File: src/logic/spfs_pkg.sv
package spfs_pkg;

	// Bus geometry.
	localparam int SPFS_ADDR_W = 12;
	localparam int SPFS_DATA_W = 32;

	// Register byte offsets.
	localparam logic [11:0] SPFS_OFS_CTRL   = 12'h000;
	localparam logic [11:0] SPFS_OFS_DIR    = 12'h004;
	localparam logic [11:0] SPFS_OFS_DATA   = 12'h008;
	localparam logic [11:0] SPFS_OFS_LEVEL  = 12'h00c;
	localparam logic [11:0] SPFS_OFS_STATUS = 12'h010;

	// Function control field positions.
	localparam int SPFS_CTRL_W          = 9;
	localparam int SPFS_B_CH3_CLK_OUT   = 0;
	localparam int SPFS_B_CH3_EXT_CLK   = 1;
	localparam int SPFS_B_CH4_TX_EN     = 2;
	localparam int SPFS_B_CH4_CLK_OUT   = 3;
	localparam int SPFS_B_CH4_EXT_CLK   = 4;
	localparam int SPFS_B_SYNC_TX_EN    = 5;
	localparam int SPFS_B_SYNC_CLK_OUT  = 6;
	localparam int SPFS_B_SYNC_EXT_SHFT = 7;
	localparam int SPFS_B_DMA2_REQ_SEL  = 8;

	// Shared pin indices.
	localparam int SPFS_PIN_N      = 8;
	localparam int SPFS_P_G_BIT0   = 0;
	localparam int SPFS_P_G_BIT1   = 1;
	localparam int SPFS_P_G_BIT2   = 2;
	localparam int SPFS_P_G_BIT3   = 3;
	localparam int SPFS_P_G_BIT4   = 4;
	localparam int SPFS_P_G_BIT5   = 5;
	localparam int SPFS_P_H_BIT5   = 6;
	localparam int SPFS_P_C_BIT0   = 7;

	// Other pin inputs that are synchronised with the shared pins.
	localparam int SPFS_MODE_W     = 3;
	localparam int SPFS_SYNC_W     = SPFS_PIN_N + 1 + SPFS_MODE_W;
	localparam int SPFS_S_NMI      = 8;
	localparam int SPFS_S_MODE_LSB = 9;

	// Reset values.
	localparam logic [8:0]  SPFS_CTRL_RST = 9'h000;
	localparam logic [7:0]  SPFS_DIR_RST  = 8'h00;
	localparam logic [7:0]  SPFS_DATA_RST = 8'h00;
	localparam logic [2:0]  SPFS_MODE_RST = 3'h0;

	// Edges after reset release at which the synchronised mode pins are valid.
	localparam logic [1:0]  SPFS_MODE_SETTLE = 2'h2;
	localparam logic [1:0]  SPFS_LIVE_MAX    = 2'h3;

	// Status word layout.
	localparam int SPFS_ST_PAD_W = SPFS_DATA_W - SPFS_PIN_N - SPFS_MODE_W - 2;

endpackage : spfs_pkg

File: src/logic/spfs_pin_mux.sv
// Local design decisions: the APB interface to the registers and the placing of the registers.
`timescale 1ns/10ps
module spfs_pin_mux
	import spfs_pkg::*;
(
	// System clock and external reset.
	input  wire logic                   i_sys_clk,
	input  wire logic                   i_rst_b,
	// APB slave.
	input  wire logic                   i_psel,
	input  wire logic                   i_penable,
	input  wire logic                   i_pwrite,
	input  wire logic [SPFS_ADDR_W-1:0] i_paddr,
	input  wire logic [SPFS_DATA_W-1:0] i_pwdata,
	output logic      [SPFS_DATA_W-1:0] o_prdata,
	output logic                        o_pready,
	output logic                        o_pslverr,
	// Shared pins, output enable low while driving.
	input  wire logic [SPFS_PIN_N-1:0]  i_pin,
	output logic      [SPFS_PIN_N-1:0]  o_pin_out,
	output logic      [SPFS_PIN_N-1:0]  o_pin_oe_b,
	// Dedicated input pins.
	input  wire logic                   i_nmi_pin,
	input  wire logic [SPFS_MODE_W-1:0] i_operating_mode_pins,
	// Peripheral side, serial channel 3 clock.
	input  wire logic                   i_ser3_clk_out,
	output logic                        o_ser3_clk_in,
	// Peripheral side, serial channel 4.
	input  wire logic                   i_serial_ch4_tx,
	input  wire logic                   i_serial_ch4_clk_out,
	output logic                        o_serial_ch4_rx,
	output logic                        o_serial_ch4_clk_in,
	// Peripheral side, synchronous serial interface.
	input  wire logic                   i_sync_serial_tx,
	input  wire logic                   i_sync_serial_clk_out,
	output logic                        o_sync_serial_rx,
	output logic                        o_sync_serial_clk_in,
	// Peripheral side, DMA request, NMI and mode.
	output logic                        o_dma_ch2_request_in,
	output logic                        o_nmi_req,
	output logic      [SPFS_MODE_W-1:0] o_operating_mode,
	output logic                        o_mode_valid
);

	logic [SPFS_SYNC_W-1:0] sync_lvl;
	logic [SPFS_CTRL_W-1:0] ctrl_reg,  ctrl_next;
	logic [SPFS_PIN_N-1:0]  dir_reg,   dir_next;
	logic [SPFS_PIN_N-1:0]  data_reg,  data_next;
	logic [SPFS_DATA_W-1:0] prdata_reg, prdata_next;
	logic                   pready_reg, pready_next;
	logic                   pslverr_reg, pslverr_next;
	logic [SPFS_PIN_N-1:0]  pout_reg,  pout_next;
	logic [SPFS_PIN_N-1:0]  poeb_reg,  poeb_next;
	logic [SPFS_PIN_N-1:0]  fsel;
	logic [SPFS_PIN_N-1:0]  fdrive;
	logic [SPFS_PIN_N-1:0]  fval;
	logic [6:0]             pin_in_reg, pin_in_next;
	logic [SPFS_MODE_W-1:0] mode_reg,  mode_next;
	logic                   mvalid_reg, mvalid_next;
	logic [1:0]             live_reg,  live_next;
	logic                   setup_ph;
	logic                   wr_acc;

	// Every pin input crosses two flip-flops before anything looks at it.
	spfs_sync2 #(
		.WIDTH (SPFS_SYNC_W)
	) u_sync (
		.i_sys_clk (i_sys_clk),
		.i_rst_b   (i_rst_b),
		.i_async   ({i_operating_mode_pins, i_nmi_pin, i_pin}),
		.o_sync    (sync_lvl)
	);

	// Peripheral function selection per pin; input-only functions never claim the driver.
	always_comb
	begin
		fsel   = '0;
		fdrive = '0;
		fval   = '0;
		fsel[SPFS_P_H_BIT5]   = ctrl_reg[SPFS_B_CH3_CLK_OUT] | ctrl_reg[SPFS_B_CH3_EXT_CLK];
		fdrive[SPFS_P_H_BIT5] = ctrl_reg[SPFS_B_CH3_CLK_OUT];
		fval[SPFS_P_H_BIT5]   = i_ser3_clk_out;
		fsel[SPFS_P_G_BIT1]   = ctrl_reg[SPFS_B_CH4_TX_EN];
		fdrive[SPFS_P_G_BIT1] = 1'b1;
		fval[SPFS_P_G_BIT1]   = i_serial_ch4_tx;
		fsel[SPFS_P_G_BIT2]   = ctrl_reg[SPFS_B_CH4_CLK_OUT] | ctrl_reg[SPFS_B_CH4_EXT_CLK];
		fdrive[SPFS_P_G_BIT2] = ctrl_reg[SPFS_B_CH4_CLK_OUT];
		fval[SPFS_P_G_BIT2]   = i_serial_ch4_clk_out;
		fsel[SPFS_P_G_BIT4]   = ctrl_reg[SPFS_B_SYNC_TX_EN];
		fdrive[SPFS_P_G_BIT4] = 1'b1;
		fval[SPFS_P_G_BIT4]   = i_sync_serial_tx;
		fsel[SPFS_P_G_BIT5]   = ctrl_reg[SPFS_B_SYNC_CLK_OUT] | ctrl_reg[SPFS_B_SYNC_EXT_SHFT];
		fdrive[SPFS_P_G_BIT5] = ctrl_reg[SPFS_B_SYNC_CLK_OUT];
		fval[SPFS_P_G_BIT5]   = i_sync_serial_clk_out;
	end

	// A selected peripheral owns the pin; otherwise the port bits decide, one pin per iteration.
	for (genvar gi = 0; gi < SPFS_PIN_N; gi++)
	begin : g_pin
		always_comb
		begin
			if (fsel[gi])
			begin
				pout_next[gi] = fdrive[gi] ? fval[gi] : data_reg[gi];
				poeb_next[gi] = ~fdrive[gi];
			end
			else
			begin
				pout_next[gi] = data_reg[gi];
				poeb_next[gi] = ~dir_reg[gi];
			end
		end
	end

	// Receive-side levels to the peripherals; clock inputs are passed only in external mode.
	always_comb
	begin
		pin_in_next[0] = sync_lvl[SPFS_P_G_BIT0];
		pin_in_next[1] = sync_lvl[SPFS_P_G_BIT2] & ctrl_reg[SPFS_B_CH4_EXT_CLK];
		pin_in_next[2] = sync_lvl[SPFS_P_G_BIT3];
		pin_in_next[3] = sync_lvl[SPFS_P_G_BIT5] & ctrl_reg[SPFS_B_SYNC_EXT_SHFT];
		pin_in_next[4] = sync_lvl[SPFS_P_H_BIT5] & ctrl_reg[SPFS_B_CH3_EXT_CLK];
		pin_in_next[5] = sync_lvl[SPFS_P_C_BIT0] & ctrl_reg[SPFS_B_DMA2_REQ_SEL];
		pin_in_next[6] = sync_lvl[SPFS_S_NMI];
	end

	// Mode pins are caught once, after the synchroniser has filled; a strap never moves later.
	always_comb
	begin
		live_next   = (live_reg == SPFS_LIVE_MAX) ? live_reg : live_reg + 2'h1;
		mode_next   = mode_reg;
		mvalid_next = mvalid_reg;
		if (!mvalid_reg && live_reg == SPFS_MODE_SETTLE)
		begin
			mode_next   = sync_lvl[SPFS_S_MODE_LSB +: SPFS_MODE_W];
			mvalid_next = 1'b1;
		end
	end

	// APB: answer in the first access cycle, so every transfer has no wait state.
	assign setup_ph = i_psel & ~i_penable;
	assign wr_acc   = i_psel & i_penable & pready_reg & i_pwrite;

	always_comb
	begin
		pready_next  = setup_ph;
		pslverr_next = 1'b0;
		prdata_next  = '0;
		if (setup_ph)
		begin
			if (i_paddr == SPFS_OFS_CTRL)
			begin
				prdata_next = {{(SPFS_DATA_W-SPFS_CTRL_W){1'b0}}, ctrl_reg};
			end
			else if (i_paddr == SPFS_OFS_DIR)
			begin
				prdata_next = {{(SPFS_DATA_W-SPFS_PIN_N){1'b0}}, dir_reg};
			end
			else if (i_paddr == SPFS_OFS_DATA)
			begin
				prdata_next = {{(SPFS_DATA_W-SPFS_PIN_N){1'b0}}, data_reg};
			end
			else if (i_paddr == SPFS_OFS_LEVEL)
			begin
				prdata_next = {{(SPFS_DATA_W-SPFS_PIN_N){1'b0}}, sync_lvl[SPFS_PIN_N-1:0]};
			end
			else if (i_paddr == SPFS_OFS_STATUS)
			begin
				prdata_next = {{SPFS_ST_PAD_W{1'b0}}, mvalid_reg, pin_in_reg[6], mode_reg, fsel};
			end
			else
			begin
				pslverr_next = 1'b1; // Unmapped: error with zero data.
			end
		end
	end

	// Writes land only at the edge where the access phase completes; status words ignore writes.
	always_comb
	begin
		ctrl_next = ctrl_reg;
		dir_next  = dir_reg;
		data_next = data_reg;
		if (wr_acc)
		begin
			if (i_paddr == SPFS_OFS_CTRL)
			begin
				ctrl_next = i_pwdata[SPFS_CTRL_W-1:0];
			end
			else if (i_paddr == SPFS_OFS_DIR)
			begin
				dir_next = i_pwdata[SPFS_PIN_N-1:0];
			end
			else if (i_paddr == SPFS_OFS_DATA)
			begin
				data_next = i_pwdata[SPFS_PIN_N-1:0];
			end
		end
	end

	// All state, including pin drivers, clears under the external reset, releasing every pin.
	always_ff @(posedge i_sys_clk)
	begin
		if (!i_rst_b)
		begin
			ctrl_reg    <= SPFS_CTRL_RST;
			dir_reg     <= SPFS_DIR_RST;
			data_reg    <= SPFS_DATA_RST;
			prdata_reg  <= '0;
			pready_reg  <= 1'b0;
			pslverr_reg <= 1'b0;
			pout_reg    <= '0;
			poeb_reg    <= '1;
			pin_in_reg  <= '0;
			mode_reg    <= SPFS_MODE_RST;
			mvalid_reg  <= 1'b0;
			live_reg    <= 2'h0;
		end
		else
		begin
			ctrl_reg    <= ctrl_next;
			dir_reg     <= dir_next;
			data_reg    <= data_next;
			prdata_reg  <= prdata_next;
			pready_reg  <= pready_next;
			pslverr_reg <= pslverr_next;
			pout_reg    <= pout_next;
			poeb_reg    <= poeb_next;
			pin_in_reg  <= pin_in_next;
			mode_reg    <= mode_next;
			mvalid_reg  <= mvalid_next;
			live_reg    <= live_next;
		end
	end

	// Outputs come straight from flip-flops.
	assign o_prdata             = prdata_reg;
	assign o_pready             = pready_reg;
	assign o_pslverr            = pslverr_reg;
	assign o_pin_out            = pout_reg;
	assign o_pin_oe_b           = poeb_reg;
	assign o_serial_ch4_rx      = pin_in_reg[0];
	assign o_serial_ch4_clk_in  = pin_in_reg[1];
	assign o_sync_serial_rx     = pin_in_reg[2];
	assign o_sync_serial_clk_in = pin_in_reg[3];
	assign o_ser3_clk_in        = pin_in_reg[4];
	assign o_dma_ch2_request_in = pin_in_reg[5];
	assign o_nmi_req            = pin_in_reg[6];
	assign o_operating_mode     = mode_reg;
	assign o_mode_valid         = mvalid_reg;
endmodule : spfs_pin_mux

File: src/logic/spfs_sync2.sv
`timescale 1ns/10ps
module spfs_sync2
	import spfs_pkg::*;
#(
	parameter int WIDTH = 1
)
(
	// Clock and reset.
	input  wire logic             i_sys_clk,
	input  wire logic             i_rst_b,
	// Asynchronous levels in and their synchronised copies out.
	input  wire logic [WIDTH-1:0] i_async,
	output logic      [WIDTH-1:0] o_sync
);

	logic [WIDTH-1:0] meta_reg;
	logic [WIDTH-1:0] meta_next;
	logic [WIDTH-1:0] sync_reg;
	logic [WIDTH-1:0] sync_next;

	// The first stage feeds only the second stage, so metastability has a full cycle to settle.
	always_comb
	begin
		meta_next = i_async;
		sync_next = meta_reg;
	end

	// Both stages clear on reset so that nothing downstream sees an unknown level.
	always_ff @(posedge i_sys_clk)
	begin
		if (!i_rst_b)
		begin
			meta_reg <= '0;
			sync_reg <= '0;
		end
		else
		begin
			meta_reg <= meta_next;
			sync_reg <= sync_next;
		end
	end

	assign o_sync = sync_reg;

endmodule : spfs_sync2

File: config.mk
export PLATFORM = sky130hd
export DESIGN_NAME = spfs_pin_mux
export DESIGN_NICKNAME = d
export VERILOG_FILES = /design/src/logic/spfs_pkg.sv /design/src/logic/spfs_pin_mux.sv /design/src/logic/spfs_sync2.sv
export SDC_FILE = /design/constraint.sdc
export NUM_CORES = 1
export LEC_CHECK = 0
export ABC_AREA = 1
export BUFFER_PORTS_ARGS = -buffer_cell sky130_fd_sc_hd__buf_2
export CORE_MARGIN = 8
export CORE_UTILIZATION = 52
export CTS_BUF_LIST = sky130_fd_sc_hd__clkbuf_8
export CTS_CLUSTER_SIZE = 28
export DETAILED_ROUTE_END_ITERATION = 16
export PLACE_DENSITY = 0.82
export SKIP_LAST_GASP = 1
export SLEW_MARGIN = 10
export SYNTH_ARGS = -nofsm -noshare
export SYNTH_HDL_FRONTEND = slang
export SYNTH_SLANG_ARGS = --single-unit
File: constraint.sdc
create_clock -name i_sys_clk -period 1.4 [get_ports i_sys_clk]
set_clock_uncertainty 0.05 [all_clocks]
set_input_delay 0.14 -clock i_sys_clk [delete_from_list [all_inputs] [get_ports i_sys_clk]]
set_output_delay 0.14 -clock i_sys_clk [all_outputs]
set_load 0.05 [all_outputs]
# After elaboration in Yosys (flattened, before gate mapping)
# Cells that the tools add are included.
[totals]
register_bits = 112
in_bits = 66
out_inout_bits = 61
word_cells = 79
[classes]
add_sub_neg = 1
n_eq_ne = 6
n_mux = 19
bitwise_logic = 28
n_reduce_logical = 9
[ops]
columns = ["op", "count"]
rows = [
  ["$mux W9", 5],
  ["$eq A12 B4 Y1 const B", 2],
  ["$not A1 Y1", 17],
  ["$mux W1", 14],
  ["$eq A12 B3 Y1 const B", 1],
  ["$eq A12 B5 Y1 const B", 1],
  ["$logic_not A12 Y1", 1],
  ["$and A1 B1 Y1", 8],
  ["$reduce_or A7 Y1", 1],
  ["$reduce_or A6 Y1", 1],
  ["$eq A2 B2 Y1 const B", 2],
  ["$reduce_and A2 Y1", 2],
  ["$reduce_and A4 Y1", 1],
  ["$or A1 B1 Y1", 3],
  ["$reduce_and A3 Y1", 1],
  ["$add A2 B1 Y2 const B", 1],
  ["$logic_and A1 B1 Y1", 1],
  ["$logic_not A1 Y1", 1],
]

# Logic depth before layout (Yosys ltp)
[depth]
ltp_word = 6
ltp_mapped = 11
mapped_depth_nobuf = 10

# By module
# From an unflattened synthesis, not the netlist that was laid out.
[unflattened]
hier_cells = 460
hier_area_um2 = 3604.7
[modules_own_cells]
columns = ["mod", "instances", "cells_per_inst", "area_per_inst_um2", "seq_area_each_um2"]
rows = [
  ["spfs_pin_mux", 1, 386, 2921.6, 1381.3],
  ["spfs_sync2", 1, 74, 683.2, 480.5],
]

# Least setup slack after synthesis
# No wires, ideal clock.
[synth_timing]
kind = "reg2reg"
from = "reg pready_reg, in the netlist o_pready"
to = "reg ctrl_reg[7]"
setup_ps = 119
arrival_time_ps = 1380
required_time_ps = 1231
setup_slack_ps = -149
path_stages_with_launch = 7
path_buffers = 1
synth_period_minus_slack_ps = 1549
path_cell_list = "dfxtp_1 nand2_1 nor2_4 nand2_2 buf_2 o21ai_1 a21oi_1"
[synth_via]
elab_chain_len = 3
[synth_lines]
columns = ["element", "line_no", "rtl"]
rows = [
  ["from (decl)", "spfs_pin_mux.sv:50", "logic pready_reg, pready_next;"],
  ["from (signal assigned)", "spfs_pin_mux.sv:225", "pready_reg <= pready_next;"],
  ["$and A1 B1 Y1 (2 in series)", "spfs_pin_mux.sv:142", "assign wr_acc = i_psel & i_penable & pready_reg & i_pwrite;"],
  ["$reduce_and A2 Y1 (no source line)", "n/a", ""],
  ["to (signal assigned)", "spfs_pin_mux.sv:221", "ctrl_reg <= ctrl_next;"],
  ["to (decl)", "spfs_pin_mux.sv:46", "logic [SPFS_CTRL_W-1:0] ctrl_reg, ctrl_next;"],
]
# Every way passes these cells.
# A chain may end at the register's enable or synchronous reset.

# Worst setup path in the final report
[layout_timing]
from = "reg pready_reg, in the netlist o_pready"
to = "reg data_reg[0]"
[layout_via]
elab_chain_len = 3
[layout_lines]
columns = ["element", "line_no", "rtl"]
rows = [
  ["$and A1 B1 Y1 (2 in series)", "spfs_pin_mux.sv:142", ""],
  ["$reduce_and A4 Y1 (no source line)", "n/a", ""],
  ["to (signal assigned)", "spfs_pin_mux.sv:223", "data_reg <= data_next;"],
  ["to (decl)", "spfs_pin_mux.sv:48", "logic [SPFS_PIN_N-1:0] data_reg, data_next;"],
]
# Every way passes these cells.

==> impl_metrics.json <==
{
  "path_common_cell": "nor2_1",
  "initialDrtViolationCount": 260,
  "drv_cap": 0,
  "cp_num_cells": 6,
  "synthCells": 477,
  "cts_tree": "built",
  "drt_first_pass_iters": 5,
  "first_global_vias": 3260,
  "dp_hpwl_um": 7350,
  "place_congestion": 0.893,
  "layout-drive-gt1-share": 0.257,
  "multi_input_area_sq_mm": 0.00133,
  "power_density_mw_per_mm2": 1100,
  "fp.dieH_um": 100,
  "synth.largest_area_cell": "dfxtp_1",
  "yosysSeqAreaShare": 0.505,
  "worstPathArrival_ps": 1530,
  "clkSinkCount": 93,
  "grt.total_usage": 0.196,
  "final_cell_area_sq_mm": 0.00471,
  "fp.dieW_um": 100,
  "synth_top_family_by_area": "simple AND/OR/NAND/NOR gates",
  "finalSetupTns_ps": 0,
  "synth-simple-area-share": 0.234,
  "cts_htree_levels": 3,
  "drc": 0,
  "status": "finished, final reports clean",
  "synthXorXnorAreaFrac": 0,
  "coreArea_sq_mm": 0.00683,
  "setup_viol": 0,
  "grt_pass1_wl_um": 15500,
  "port_buffers": 84,
  "grt_start_max_net_pins": 73,
  "start_util": 0.539,
  "path_cells": "nand2_1 > nor2_4 > buf_4 > nand3_4 > nor2_1 > nor2_1",
  "layout_common_cells": "nand2_1, dfxtp_1, inv_1",
  "maxSlewViolCount": 0,
  "clockBufferDepth": 2,
  "fillCellCount": 564,
  "rsz0062_at_grt": "false",
  "route.final.wire_length_um": 9640,
  "ios": 127,
  "cts_setup_buffers": 0,
  "routedWlPerCell_um": 13.7,
  "synthMuxAreaShare": 0,
  "p_int_uw": 3780,
  "largest_reg_flops": 13,
  "cts_root_buffer": "clkbuf_8",
  "ys_ff_latch": 93,
  "nets": 673,
  "netlist.area_leader.share": 0.505,
  "ff2ff_path_depth": 6,
  "yosys_warnings": 0,
  "antenna_left": 0,
  "cts_made_buffers": 9,
  "place_area_sq_mm": 0.00434,
  "path_clk_slew_ps": 100,
  "design.die.area_sq_mm": 0.0100,
  "critical_path.top_delay_family": "simple AND/OR/NAND/NOR gates",
  "reg2reg_setup_slack_ps": 70,
  "critPathKind": "reg2reg",
  "antenna_cells": 0,
  "setup.worst_path.start_class": "flop",
  "area_growth_pct": 27.8,
  "cp_slowest_cell": "dfxtp_2",
  "synth-adder-area-share": 0.00679,
  "grt.overflow.total": 0,
  "p_comb_frac": 0.106,
  "seq_power_share": 0.527,
  "synth_compound_area_frac": 0.101,
  "cp_max_fo": 16,
  "vias_per_cell": 4.71,
  "hold_class": "in2reg",
  "endpoint_kind": "flop",
  "timing.fmax_mhz": 755,
  "p_leak_uw": 0.00244,
  "synth.distinct_cells": 28,
  "holdPathStages": 3,
  "cts_resized": 0,
  "cpPeakStageDelay_ps": 330,
  "fin_crit_sh": 0.946,
  "synth_area_sq_mm": 0.00368,
  "critPathBufInv": 1,
  "switchingPower_uw": 1410,
  "syn_avg_cell_area_sq_um": 7.72,
  "clock_latency_ps": 350,
  "power.share.clock": 0.367,
  "required_ps": 1600,
  "final-hold-violation-count": 0,
  "final.min_clock_period_ps": 1330,
  "vdd_drop_max_mv": 0.820,
  "antenna_found_initial": 0,
  "final_common_cell": "nand2_1",
  "vias": 3328,
  "fp-row-count": 30,
  "synthTopCellsByArea": "dfxtp_1, nand2_1, inv_1",
  "swShare": 0.271,
  "seq_area_sq_mm": 0.00186
}
-- area by class of cell --
| cell class | instances | area share |
|---|---|---|
| Timing Repair Buffer | 130 | 0.176 |
| Inverter | 92 | 0.0744 |
| Multi-Input combinational cell | 279 | 0.282 |
| Sequential cell | 93 | 0.396 |
| Tap cell | 96 | 0.0255 |
| Clock inverter | 6 | 0.0165 |
| Clock buffer | 10 | 0.0292 |
-- kinds of logic (layout without fill, tap and decap cells) --
logic type               count (synthesis)  in the layout
AO/OA/AOI/OAI                           72             72
adder cells (fa/ha/maj)                  2              2
buffers and inverters                  123            238
flip-flops                              93             93
other                                    1             19
AND/OR/NAND/NOR                        186            186
-- timing repair --
action                                  CTS  global route
endpoints found under the setup margin    0             2
endpoints found under the hold margin    15             0
hold buffers                             15             0
-- power by group through the flow --
stage	Sequential, uW	Combinational, uW	Clock (uW)
floorplan	2860	324	0
global placement	2790	505	0
detailed placement	2800	516	0
CTS	2730	550	1930
global route	2740	601	2020
finish	2730	552	1900
-- routing by layer --
layer | wire [um] | global-route usage | vias up | part of all wire
met3 | 609 | 0.0429 | 18 | 0.063
met5 | 0 | 0 | - | 0
met2 | 4790 | 0.339 | 132 | 0.50
met1 | 4030 | 0.226 | 1498 | 0.42
li1 | - | - | 1680 | -
met4 | 209 | 0.0872 | 0 | 0.022
-- cells in the mapped netlist --
cell,n
a21oi_1,31
buf_2,3
buf_4,20
buf_6,2
clkbuf_1,6
clkinv_4,1
conb_1,1
dfxtp_1,93
ha_1,2
inv_1,85
inv_2,6
nand2_1,94
nand2_2,6
nand2_4,2
nand3_1,22
nand3_4,1
nand4_1,6
nor2_1,43
nor2_2,2
nor2_4,5
nor2_8,1
nor3_1,2
nor3_4,1
nor4_1,1
o211ai_1,4
o21ai_0,35
o21ai_1,1
o22ai_1,1
-- worst min-delay path: stages --
cell and delay (ps):
buf_2 110, nor2_1 50, nor2_1 80
-- path summary, 6_finish.rpt --
| check | from | end |
|---|---|---|
| hold reg to reg | dir_reg[7]$_SDFFE_PN0P_ | o_pin_oe_b[7]$_SDFF_PN1_ |
| setup / recovery | o_pready$_SDFF_PN0_ | data_reg[0]$_SDFFE_PN0P_ |
| setup reg to reg | o_pready$_SDFF_PN0_ | data_reg[0]$_SDFFE_PN0P_ |
| hold / removal | i_pwdata[5] | data_reg[5]$_SDFFE_PN0P_ |
-- per-stage QoR --
stage,utilization,std cells,hold WS (ps),setup WS (ps),total power (uW)
after floorplan,-,495,169,36.6,3190
after global placement,0.635,675,269,-32.7,3300
after detailed placement,0.635,675,273,-77.7,3310
after CTS,0.689,706,3.81,73.0,5220
after global routing,0.689,706,16.2,0.948,5360
final,0.689,706,10.0,75.0,5190
Power figures use the tool's default switching activity.
